## src/socket_dma_pkg.sv

```systemverilog
// Package with the offsets, field layouts, encodings and state types of the socket DMA configuration registers.
package socket_dma_pkg;

   // Configuration-space byte offsets of the two registers.
   localparam logic [7:0]  REQ_PIN_OFFSET      = 8'h94;
   localparam logic [7:0]  WINDOW_OFFSET       = 8'h98;

   // Field positions in the request-pin select register.
   localparam int          PIN_SEL_LSB         = 0;
   localparam int          PIN_SEL_W           = 2;

   // Field positions in the window control register.
   localparam int          DECODE_EN_BIT       = 0;
   localparam int          WIDTH_LSB           = 1;
   localparam int          WIDTH_W             = 2;
   localparam int          EXT_ADDR_BIT        = 3;
   localparam int          BASE_LSB            = 4;
   localparam int          BASE_W              = 12;
   localparam int          WINDOW_USED_W       = 16;

   // Fixed value of the unsupported extended addressing flag.
   localparam logic        EXT_ADDR_VALUE      = 1'b0;

   // Window geometry: 32-bit I/O address, window within the low 64K, 16-byte aligned block.
   localparam int          IO_ADDR_W           = 32;
   localparam int          WIN_ADDR_LSB        = 4;
   localparam int          WIN_ADDR_MSB        = 15;
   localparam int          WIN_UPPER_LSB       = 16;

   // Reset values of the writable fields and of the read-data register.
   localparam logic [1:0]  PIN_SEL_RESET       = 2'h0;
   localparam logic [11:0] BASE_RESET          = 12'h000;
   localparam logic [1:0]  WIDTH_RESET         = 2'h0;
   localparam logic        DECODE_EN_RESET     = 1'b0;
   localparam logic [31:0] RDATA_RESET         = 32'h0000_0000;

   // Card pin that carries the DMA request.
   typedef enum logic [1:0] {
      PIN_NONE   = 2'h0,
      PIN_SPKR   = 2'h1,
      PIN_IOIS16 = 2'h2,
      PIN_INPACK = 2'h3
   } req_pin_t;

   // Card-side transfer width codes; the two upper codes are reserved.
   typedef enum logic [1:0] {
      WIDTH_8    = 2'h0,
      WIDTH_16   = 2'h1,
      WIDTH_RSV2 = 2'h2,
      WIDTH_RSV3 = 2'h3
   } xfer_width_t;

   // Card pins sensed as a candidate request.
   typedef struct packed {
      logic spkr;
      logic iois16;
      logic inpack;
   } card_pins_t;

   // Writable register contents.
   typedef struct packed {
      logic [1:0]  request_pin_select;
      logic [11:0] window_base_field;
      logic [1:0]  transfer_width_field;
      logic        window_decode_enable;
   } regs_t;

   // Whole state of the register block.
   typedef struct packed {
      regs_t       regs;
      logic [31:0] rdata;
      logic        rvalid;
      logic        dma_request;
   } state_t;

endpackage : socket_dma_pkg

```

## src/socket_dma_config_regs.sv

```systemverilog
// Socket DMA configuration registers: request-pin select and distributed DMA window control.
`timescale 1ns/1ns
`default_nettype none

// Overview of operation
// Pin select bits 31..2 read zero.
// Two-bit code picks the card request pin.
// Window register bits 31..16 read zero.
// Bits 15..4 hold the writable window base.
// Window address upper half is always zero.
// Window aligned to 16 bytes, low four bits not decoded.
// Extended addressing bit reads zero, ignores writes.
// Width code: 8-bit, 16-bit, two reserved.
// Bit 0 enables window decoding.
// No 32-bit transfers; 16 bits widest.
// Claim only matching base with zero upper half.
// Fixed bits discard writes, read fixed values.
module socket_dma_config_regs #(
   parameter int IO_ADDR_W = socket_dma_pkg::IO_ADDR_W
) (
   input  wire logic                     clk,
   input  wire logic                     srst,
   input  wire logic                     cfg_wr,
   input  wire logic                     cfg_rd,
   input  wire logic [7:0]               cfg_addr,
   input  wire logic [3:0]               cfg_be,
   input  wire logic [31:0]              cfg_wdata,
   output logic      [31:0]              cfg_rdata,
   output logic                          cfg_rvalid,
   input  wire socket_dma_pkg::card_pins_t card_pins,
   output logic                          dma_request,
   output logic      [1:0]               transfer_width,
   output logic                          wide_transfer,
   output logic      [15:0]              window_base,
   output logic                          decode_enabled,
   input  wire logic [IO_ADDR_W-1:0]     io_addr,
   input  wire logic                     io_valid,
   output logic                          io_hit
);

   socket_dma_pkg::state_t state_r;
   socket_dma_pkg::state_t state_nxt;

   // Read image of the request-pin select register; everything above the field is zero.
   function automatic logic [31:0] pin_image(input socket_dma_pkg::regs_t r);
      logic [31:0] v;
      v = '0;
      v[socket_dma_pkg::PIN_SEL_LSB +: socket_dma_pkg::PIN_SEL_W] = r.request_pin_select;
      return v;
   endfunction

   // Read image of the window control register with its hardwired bits.
   function automatic logic [31:0] window_image(input socket_dma_pkg::regs_t r);
      logic [31:0] v;
      v = '0;
      v[socket_dma_pkg::BASE_LSB +: socket_dma_pkg::BASE_W]   = r.window_base_field;
      v[socket_dma_pkg::EXT_ADDR_BIT]                          = socket_dma_pkg::EXT_ADDR_VALUE;
      v[socket_dma_pkg::WIDTH_LSB +: socket_dma_pkg::WIDTH_W] = r.transfer_width_field;
      v[socket_dma_pkg::DECODE_EN_BIT]                         = r.window_decode_enable;
      return v;
   endfunction

   // Request routing: the chosen card pin is sampled into a flip-flop, none selected gives a quiet request.
   function automatic logic pick_pin(input logic [1:0] sel, input socket_dma_pkg::card_pins_t p);
      logic v;
      v = 1'b0;
      unique case (socket_dma_pkg::req_pin_t'(sel))
         socket_dma_pkg::PIN_NONE:   v = 1'b0;
         socket_dma_pkg::PIN_SPKR:   v = p.spkr;
         socket_dma_pkg::PIN_IOIS16: v = p.iois16;
         socket_dma_pkg::PIN_INPACK: v = p.inpack;
      endcase
      return v;
   endfunction

   // Next-state logic: byte-lane writes to the writable fields, a registered read answer and the request sample.
   always_comb begin
      state_nxt = state_r;
      state_nxt.rvalid = cfg_rd;
      if (cfg_rd) begin
         if (cfg_addr == socket_dma_pkg::REQ_PIN_OFFSET) begin
            state_nxt.rdata = pin_image(state_r.regs);
         end else if (cfg_addr == socket_dma_pkg::WINDOW_OFFSET) begin
            state_nxt.rdata = window_image(state_r.regs);
         end else begin
            state_nxt.rdata = '0;
         end
      end
      if (cfg_wr && (cfg_addr == socket_dma_pkg::REQ_PIN_OFFSET) && cfg_be[0]) begin
         // Only the two low bits are stored; the rest of the word is dropped.
         state_nxt.regs.request_pin_select = cfg_wdata[1:0];
      end
      if (cfg_wr && (cfg_addr == socket_dma_pkg::WINDOW_OFFSET)) begin
         if (cfg_be[0]) begin
            // Bit 3 is not stored at all, so it can never read back as one.
            state_nxt.regs.window_base_field[3:0]  = cfg_wdata[7:4];
            state_nxt.regs.transfer_width_field    = cfg_wdata[2:1];
            state_nxt.regs.window_decode_enable    = cfg_wdata[0];
         end
         if (cfg_be[1]) begin
            state_nxt.regs.window_base_field[11:4] = cfg_wdata[15:8];
         end
         // Lanes 2 and 3 carry only reserved bits and are ignored.
      end
      state_nxt.dma_request = pick_pin(state_r.regs.request_pin_select, card_pins);
   end

   // State register with synchronous reset to the documented defaults.
   always_ff @(posedge clk) begin
      if (srst) begin
         state_r.regs.request_pin_select   <= socket_dma_pkg::PIN_SEL_RESET;
         state_r.regs.window_base_field    <= socket_dma_pkg::BASE_RESET;
         state_r.regs.transfer_width_field <= socket_dma_pkg::WIDTH_RESET;
         state_r.regs.window_decode_enable <= socket_dma_pkg::DECODE_EN_RESET;
         state_r.rdata                     <= socket_dma_pkg::RDATA_RESET;
         state_r.rvalid                    <= 1'b0;
         state_r.dma_request               <= 1'b0;
      end else begin
         state_r <= state_nxt;
      end
   end

   // Window decode of incoming I/O cycles; kept combinational so the claim lands in the address phase.
   dma_window_decoder #(
      .ADDR_W (IO_ADDR_W)
   ) u_decoder (
      .io_addr  (io_addr),
      .io_valid (io_valid),
      .base     (state_r.regs.window_base_field),
      .enable   (state_r.regs.window_decode_enable),
      .hit      (io_hit)
   );

   // Outputs come straight from the state register.
   assign cfg_rdata      = state_r.rdata;
   assign cfg_rvalid     = state_r.rvalid;
   assign dma_request    = state_r.dma_request;
   assign transfer_width = state_r.regs.transfer_width_field;
   assign decode_enabled = state_r.regs.window_decode_enable;
   // Reserved width codes fall back to byte transfers; nothing wider than 16 bits exists.
   assign wide_transfer  = (state_r.regs.transfer_width_field == socket_dma_pkg::WIDTH_16);
   // The base is presented as a full 16-bit address with the low nibble hardwired to zero.
   assign window_base    = {state_r.regs.window_base_field, 4'h0};
endmodule : socket_dma_config_regs
`default_nettype wire

```

## src/dma_window_decoder.sv

```systemverilog
// Address comparator that claims PCI I/O accesses to the distributed DMA register window.
`timescale 1ns/1ns
`default_nettype none

module dma_window_decoder #(
   parameter int ADDR_W = 32
) (
   input  wire logic [ADDR_W-1:0] io_addr,
   input  wire logic              io_valid,
   input  wire logic [11:0]       base,
   input  wire logic              enable,
   output logic                   hit
);

   // The upper half must be zero and the low four bits are don't-care inside the 16-byte block.
   always_comb begin
      hit = io_valid && enable
            && (io_addr[ADDR_W-1:socket_dma_pkg::WIN_UPPER_LSB] == '0)
            && (io_addr[socket_dma_pkg::WIN_ADDR_MSB:socket_dma_pkg::WIN_ADDR_LSB] == base);
   end

endmodule : dma_window_decoder
`default_nettype wire

```

## config.mk

```make
export PLATFORM = sky130hd
export DESIGN_NAME = socket_dma_config_regs
export DESIGN_NICKNAME = d
export VERILOG_FILES = /design/src/socket_dma_pkg.sv /design/src/socket_dma_config_regs.sv /design/src/dma_window_decoder.sv
export SDC_FILE = /design/constraint.sdc
export NUM_CORES = 1
export LEC_CHECK = 0
export ABC_AREA = 0
export BUFFER_PORTS_ARGS = -buffer_cell sky130_fd_sc_hd__buf_2
export CAP_MARGIN = 20
export CORE_MARGIN = 5
export CORE_UTILIZATION = 44
export DETAILED_ROUTE_END_ITERATION = 7
export PLACE_DENSITY = 0.86
export REMOVE_ABC_BUFFERS = 1
export SYNTH_ARGS = -nofsm -noshare
export SYNTH_HDL_FRONTEND = slang
export SYNTH_SLANG_ARGS = --single-unit
```

## constraint.sdc

```tcl
create_clock -name clk -period 5.2 [get_ports clk]
set_input_delay 1.3 -clock clk [delete_from_list [all_inputs] [get_ports clk]]
set_output_delay 1.3 -clock clk [all_outputs]
set_load 0.05 [all_outputs]
```

# --- Word level (Yosys, flattened, before mapping) ---
# Cells that the tools add are included.
classes:
  eq_ne: 7
  n_mux: 3
  n_reduce_logical: 10
ops:
  columns: ["operator", "n"]
  rows:
  - ["$mux W16", 2]
  - ["$eq A8 B8 Y1 const B", 2]
  - ["$logic_not A16 Y1", 1]
  - ["$eq A12 B12 Y1", 1]
  - ["$logic_and A1 B1 Y1", 6]
  - ["$eq A2 B1 Y1 const B", 2]
  - ["$eq A2 B2 Y1 const B", 2]
  - ["$pmux W1 S4", 1]
  - ["$reduce_and A2 Y1", 2]
  - ["$logic_not A2 Y1", 1]
totals:
  ff_bits: 51
  out_inout_bits: 55
  elab_cells: 28

# --- Logic depth before layout (Yosys ltp) ---
logic_depth:
  word_depth: 3
  ltp_mapped: 6
  depth_no_buf: 4

# --- By module ---
# Synthesis repeated with hierarchy kept, for this count alone.
hier_totals:
  cells_unflattened: 231
  hier_area_um2: 2089.5
by_module_without_submodules:
  columns: ["module", "n_inst", "cells_per_inst", "area_each_um2"]
  rows:
  - ["socket_dma_config_regs", 1, 208, 1904.3]
  - ["dma_window_decoder", 1, 23, 185.2]

# --- Worst setup path after synthesis ---
# Ideal clock, no wire load.
synth_timing:
  kind: "in2out"
  startpoint: "input io_addr[26]"
  endpoint: "output io_hit"
  arrival_time_ps: 3481
  required_ps: 3900
  setup_slack_ps: 419
  stages: 4
  path_cell_list: "or4_1 > nor3_1 > nand4_1 > nor4_1"
synth_via:
  elab_chain_len: 3
synth_lines:
  columns: ["item", "line", "text"]
  rows:
  - ["start, declared", "socket_dma_config_regs.sv:36", "input wire logic [IO_ADDR_W-1:0] io_addr,"]
  - ["$logic_not A16 Y1", "dma_window_decoder.sv:18", "&& (io_addr[ADDR_W-1:socket_dma_pkg::WIN_UPPER_LSB] == '0)"]
  - ["$logic_and A1 B1 Y1", "dma_window_decoder.sv:18", null]
  - ["$logic_and A1 B1 Y1", "dma_window_decoder.sv:19", "&& (io_addr[socket_dma_pkg::WIN_ADDR_MSB:socket_dma_pkg::WIN_ADDR_LSB] == base);"]
  - ["end, declared", "socket_dma_config_regs.sv:38", "output logic io_hit"]
# No other way between the ends.

# --- Final worst setup path ---
# Same ends and word-level chain as after synthesis.

==> flow_metrics.py <==
metrics = {
    "critical_path": {
        "crit_type": "in2out",
        "cp.arrival_ns": 2.65,
        "r2r_start": "state_r[49]$_SDFFE_PP0P_",
        "critPathLaunchType": "input port",
        "ff2ff_setup_slack_ns": 4.13,
        "worstPathMaxFanout": 1,
        "required_ns": 3.90,
        "crit_start": "io_addr[26]",
        "r2r-end": "dma_request$_SDFF_PP0_",
        "end_kind": "output pin",
        "reg2regPathDepth": 3,
    },
    "clock_network": {
        "clk_latency_ns": 0.28,
        "h-tree-depth": 2,
        "postCtsSetupRepairBufs": 0,
        "cts_resized": 0,
        "cts_tree": "built",
        "cts-root-buf": "clkbuf_8",
        "clockBufferDepth": 2,
        "holdBufCountCts": 0,
        "cts.clk_slew.worst_paths_ns": 0.07,
        "clock-sinks": 34,
        "cts_buffers": 5,
    },
    "min_path": {
        "worstHoldStart": "cfg_rdata[4]$_SDFFE_PP0P_",
        "min_path_cells": 2,
        "hp-class": "reg2reg",
        "min_to": "cfg_rdata[4]$_SDFFE_PP0P_",
    },
    "drt": {
        "drtAntennaViolNets": 0,
        "avgViaCountPerCell": 4.679,
        "drc": 0,
        "drtPass1Iterations": 4,
        "wire_per_inst_um": 12.81,
        "vias": 1558,
        "drt_iter0_drc": 36,
        "wirelength_um": 4265,
    },
    "global_routing": {
        "grt_usage": 0.1503,
        "grt_overflow": 0,
        "grt_pass1_vias": 1464,
        "grt_pass1_wl_um": 6410,
        "grt_antenna_before_repair": 0,
        "grt_max_degree": 35,
    },
    "timing": {
        "finalHoldViolations": 0,
        "grt_setup_unrepaired": "false",
        "worst_pin_slew_ns": 0.9668,
        "tns_ns": 0,
        "slew_headroom": 0.3520,
        "fin_worst_skew_ns": 0.003972,
        "fmax_ghz": 0.2533,
        "fin_crit_sh": 0.7591,
        "fin_crit_ns": 3.947,
        "final_max_slew_viol_count": 0,
        "setup_viol": 0,
    },
    "synthesis": {
        "synth_top_area_frac": 0.3565,
        "synth-seq-cells": 34,
        "synth_top_area_cell": "dfxtp_1",
        "synthMostInstantiatedCell": "buf_4",
        "yosys-top-cells-area": "dfxtp_1 36%, buf_4 20%, mux2i_1 8.9%, nand2b_1 5.9%, xnor2_1 5.0%",
        "ys_types": 23,
        "synth_flop_cell": "dfxtp_1",
        "yosysSeqAreaShare": 0.3565,
        "synth_edf_count": 0,
        "syn_area_um2": 1909,
        "postSynthAreaPerCell_um2": 8.758,
        "synth-warning-count": 0,
        "ys_top_cells_by_count": "50 x buf_4, 34 x dfxtp_1, 20 x nor2_1",
        "synthArstFlopShare": 0,
        "netlist_instances": 218,
    },
    "die": {
        "core_um2": 4294,
        "fp.dieH_um": 75.88,
        "num_rows": 24,
        "start_util": 0.4446,
        "io_pins": 139,
        "dieArea_um2": 5757,
        "die_w_um": 75.88,
    },
    "final_layout": {
        "syn_to_final_growth_pct": 15.47,
        "diodes": 0,
        "fin_area_um2": 2205,
        "nFillCells": 410,
        "final_nets": 364,
        "drive_gt1_frac": 0.3737,
        "stdcell_count": 333,
    },
    "power": {
        "ir_drop_v": 0.0001473,
        "power_leakage_nw": 1.001,
        "p_per_area_nw_per_um2": 242.4,
    },
    "placed_design": {
        "gp_congestion": 0.7525,
        "place_area_um2": 2113,
        "io_buffers": 94,
        "place_inst": 325,
        "hpwl_um": 3351,
    },
    "status": {
        "status": "finished clean",
    },
    "flow_run": {
        "maxCapViolCount": 0,
    },
}
per-stage QoR:
| stage | power (mW) | hold slack (ns) | worst slack (ns) | utilization |
|---|---|---|---|---|
| 2_1_floorplan | 0.3137 | 0.4999 | 0.4194 | - |
| 3_5_place_dp | 0.3455 | 0.4565 | 1.259 | 0.4921 |
| 5_1_grt | 0.5621 | 0.4878 | 1.164 | 0.5134 |
| 6_report | 0.5345 | 0.4657 | 1.253 | 0.5134 |
| 3_3_place_gp | 0.3441 | 0.4524 | 1.274 | 0.4921 |
| 4_1_cts | 0.5434 | 0.4686 | 1.245 | 0.5134 |
kinds of logic (layout without fill, tap and decap cells):
group / after synthesis / in the layout / share of synthesized area
simple gates: 76 / 76 / 0.2248
buf+inv: 59 / 102 / 0.2156
flops: 34 / 34 / 0.3565
compound gates: 18 / 18 / 0.05112
mux: 18 / 18 / 0.09502
xor+xnor: 12 / 12 / 0.05505
other cells: 1 / 21 / 0.001964
layout make-up:
cell class | instances | area [µm²] | area share
clock buffer | 7 | 86.33 | 0.03916
clock inverter | 1 | 5.005 | 0.002270
multi-input combinational | 145 | 897.1 | 0.4069
sequential | 34 | 680.7 | 0.3087
tap | 52 | 65.06 | 0.02951
timing repair buffer | 94 | 470.5 | 0.2134
metal layers:
layer  track usage  up-vias  part of all wire
met5             0        -                 0
met4       0.05243        0            0.0096
met3       0.04485        7             0.091
met2        0.2852       59              0.53
met1        0.1541      715              0.37
li1              -      777                 -
sequential cells by signal, indices dropped and copies added, names as in the netlist:
name and flops:
cfg_rdata 15, cfg_rvalid 1, decode_enabled 1, dma_request 1, state_r 2, transfer_width 2, window_base 12
power by group:
group / internal (mW) / switching (mW) / leakage, nW
Sequential: 0.261 / 0.000175 / 0.274
Combinational: 0.0236 / 0.0547 / 0.679
Clock: 0.107 / 0.0884 / 0.0482
Total: 0.391 / 0.143 / 1.00
critical path, cell delays in order:
cell and delay (ns):
buf_2 0.09, or4_1 0.50, nor3_1 0.14, nand4_1 0.11
nor4_1 0.18, buf_2 0.32
worst max-delay path by stage:
stage | cells past startpoint | slack, ns | end
floorplan | 4 | 0.42 | io_hit
global placement | 6 | 1.27 | io_hit
detailed placement | 6 | 1.26 | io_hit
CTS | 6 | 1.24 | io_hit
global route | 6 | 1.16 | io_hit
finish | 6 | 1.25 | io_hit
layout by cell type (no fill, tap or decap):
cell type	n
nor2_1	20
nand2_1	4
xor2_1	1
nand3_1	16
mux2i_1	17
buf_2	94
mux2_2	1
nor2b_1	4
a22o_1	2
nand2b_1	18
clkbuf_1	1
clkinv_2	1
or4_1	2
or4b_1	1
dfxtp_1	34
xnor2_1	11
nor4_4	2
nor3_2	1
nor3_1	1
nor4_1	4
clkbuf_8	6
conb_1	21
nand4_1	3
a21oi_1	16
No activity file was read; power rests on OpenSTA's default activity.
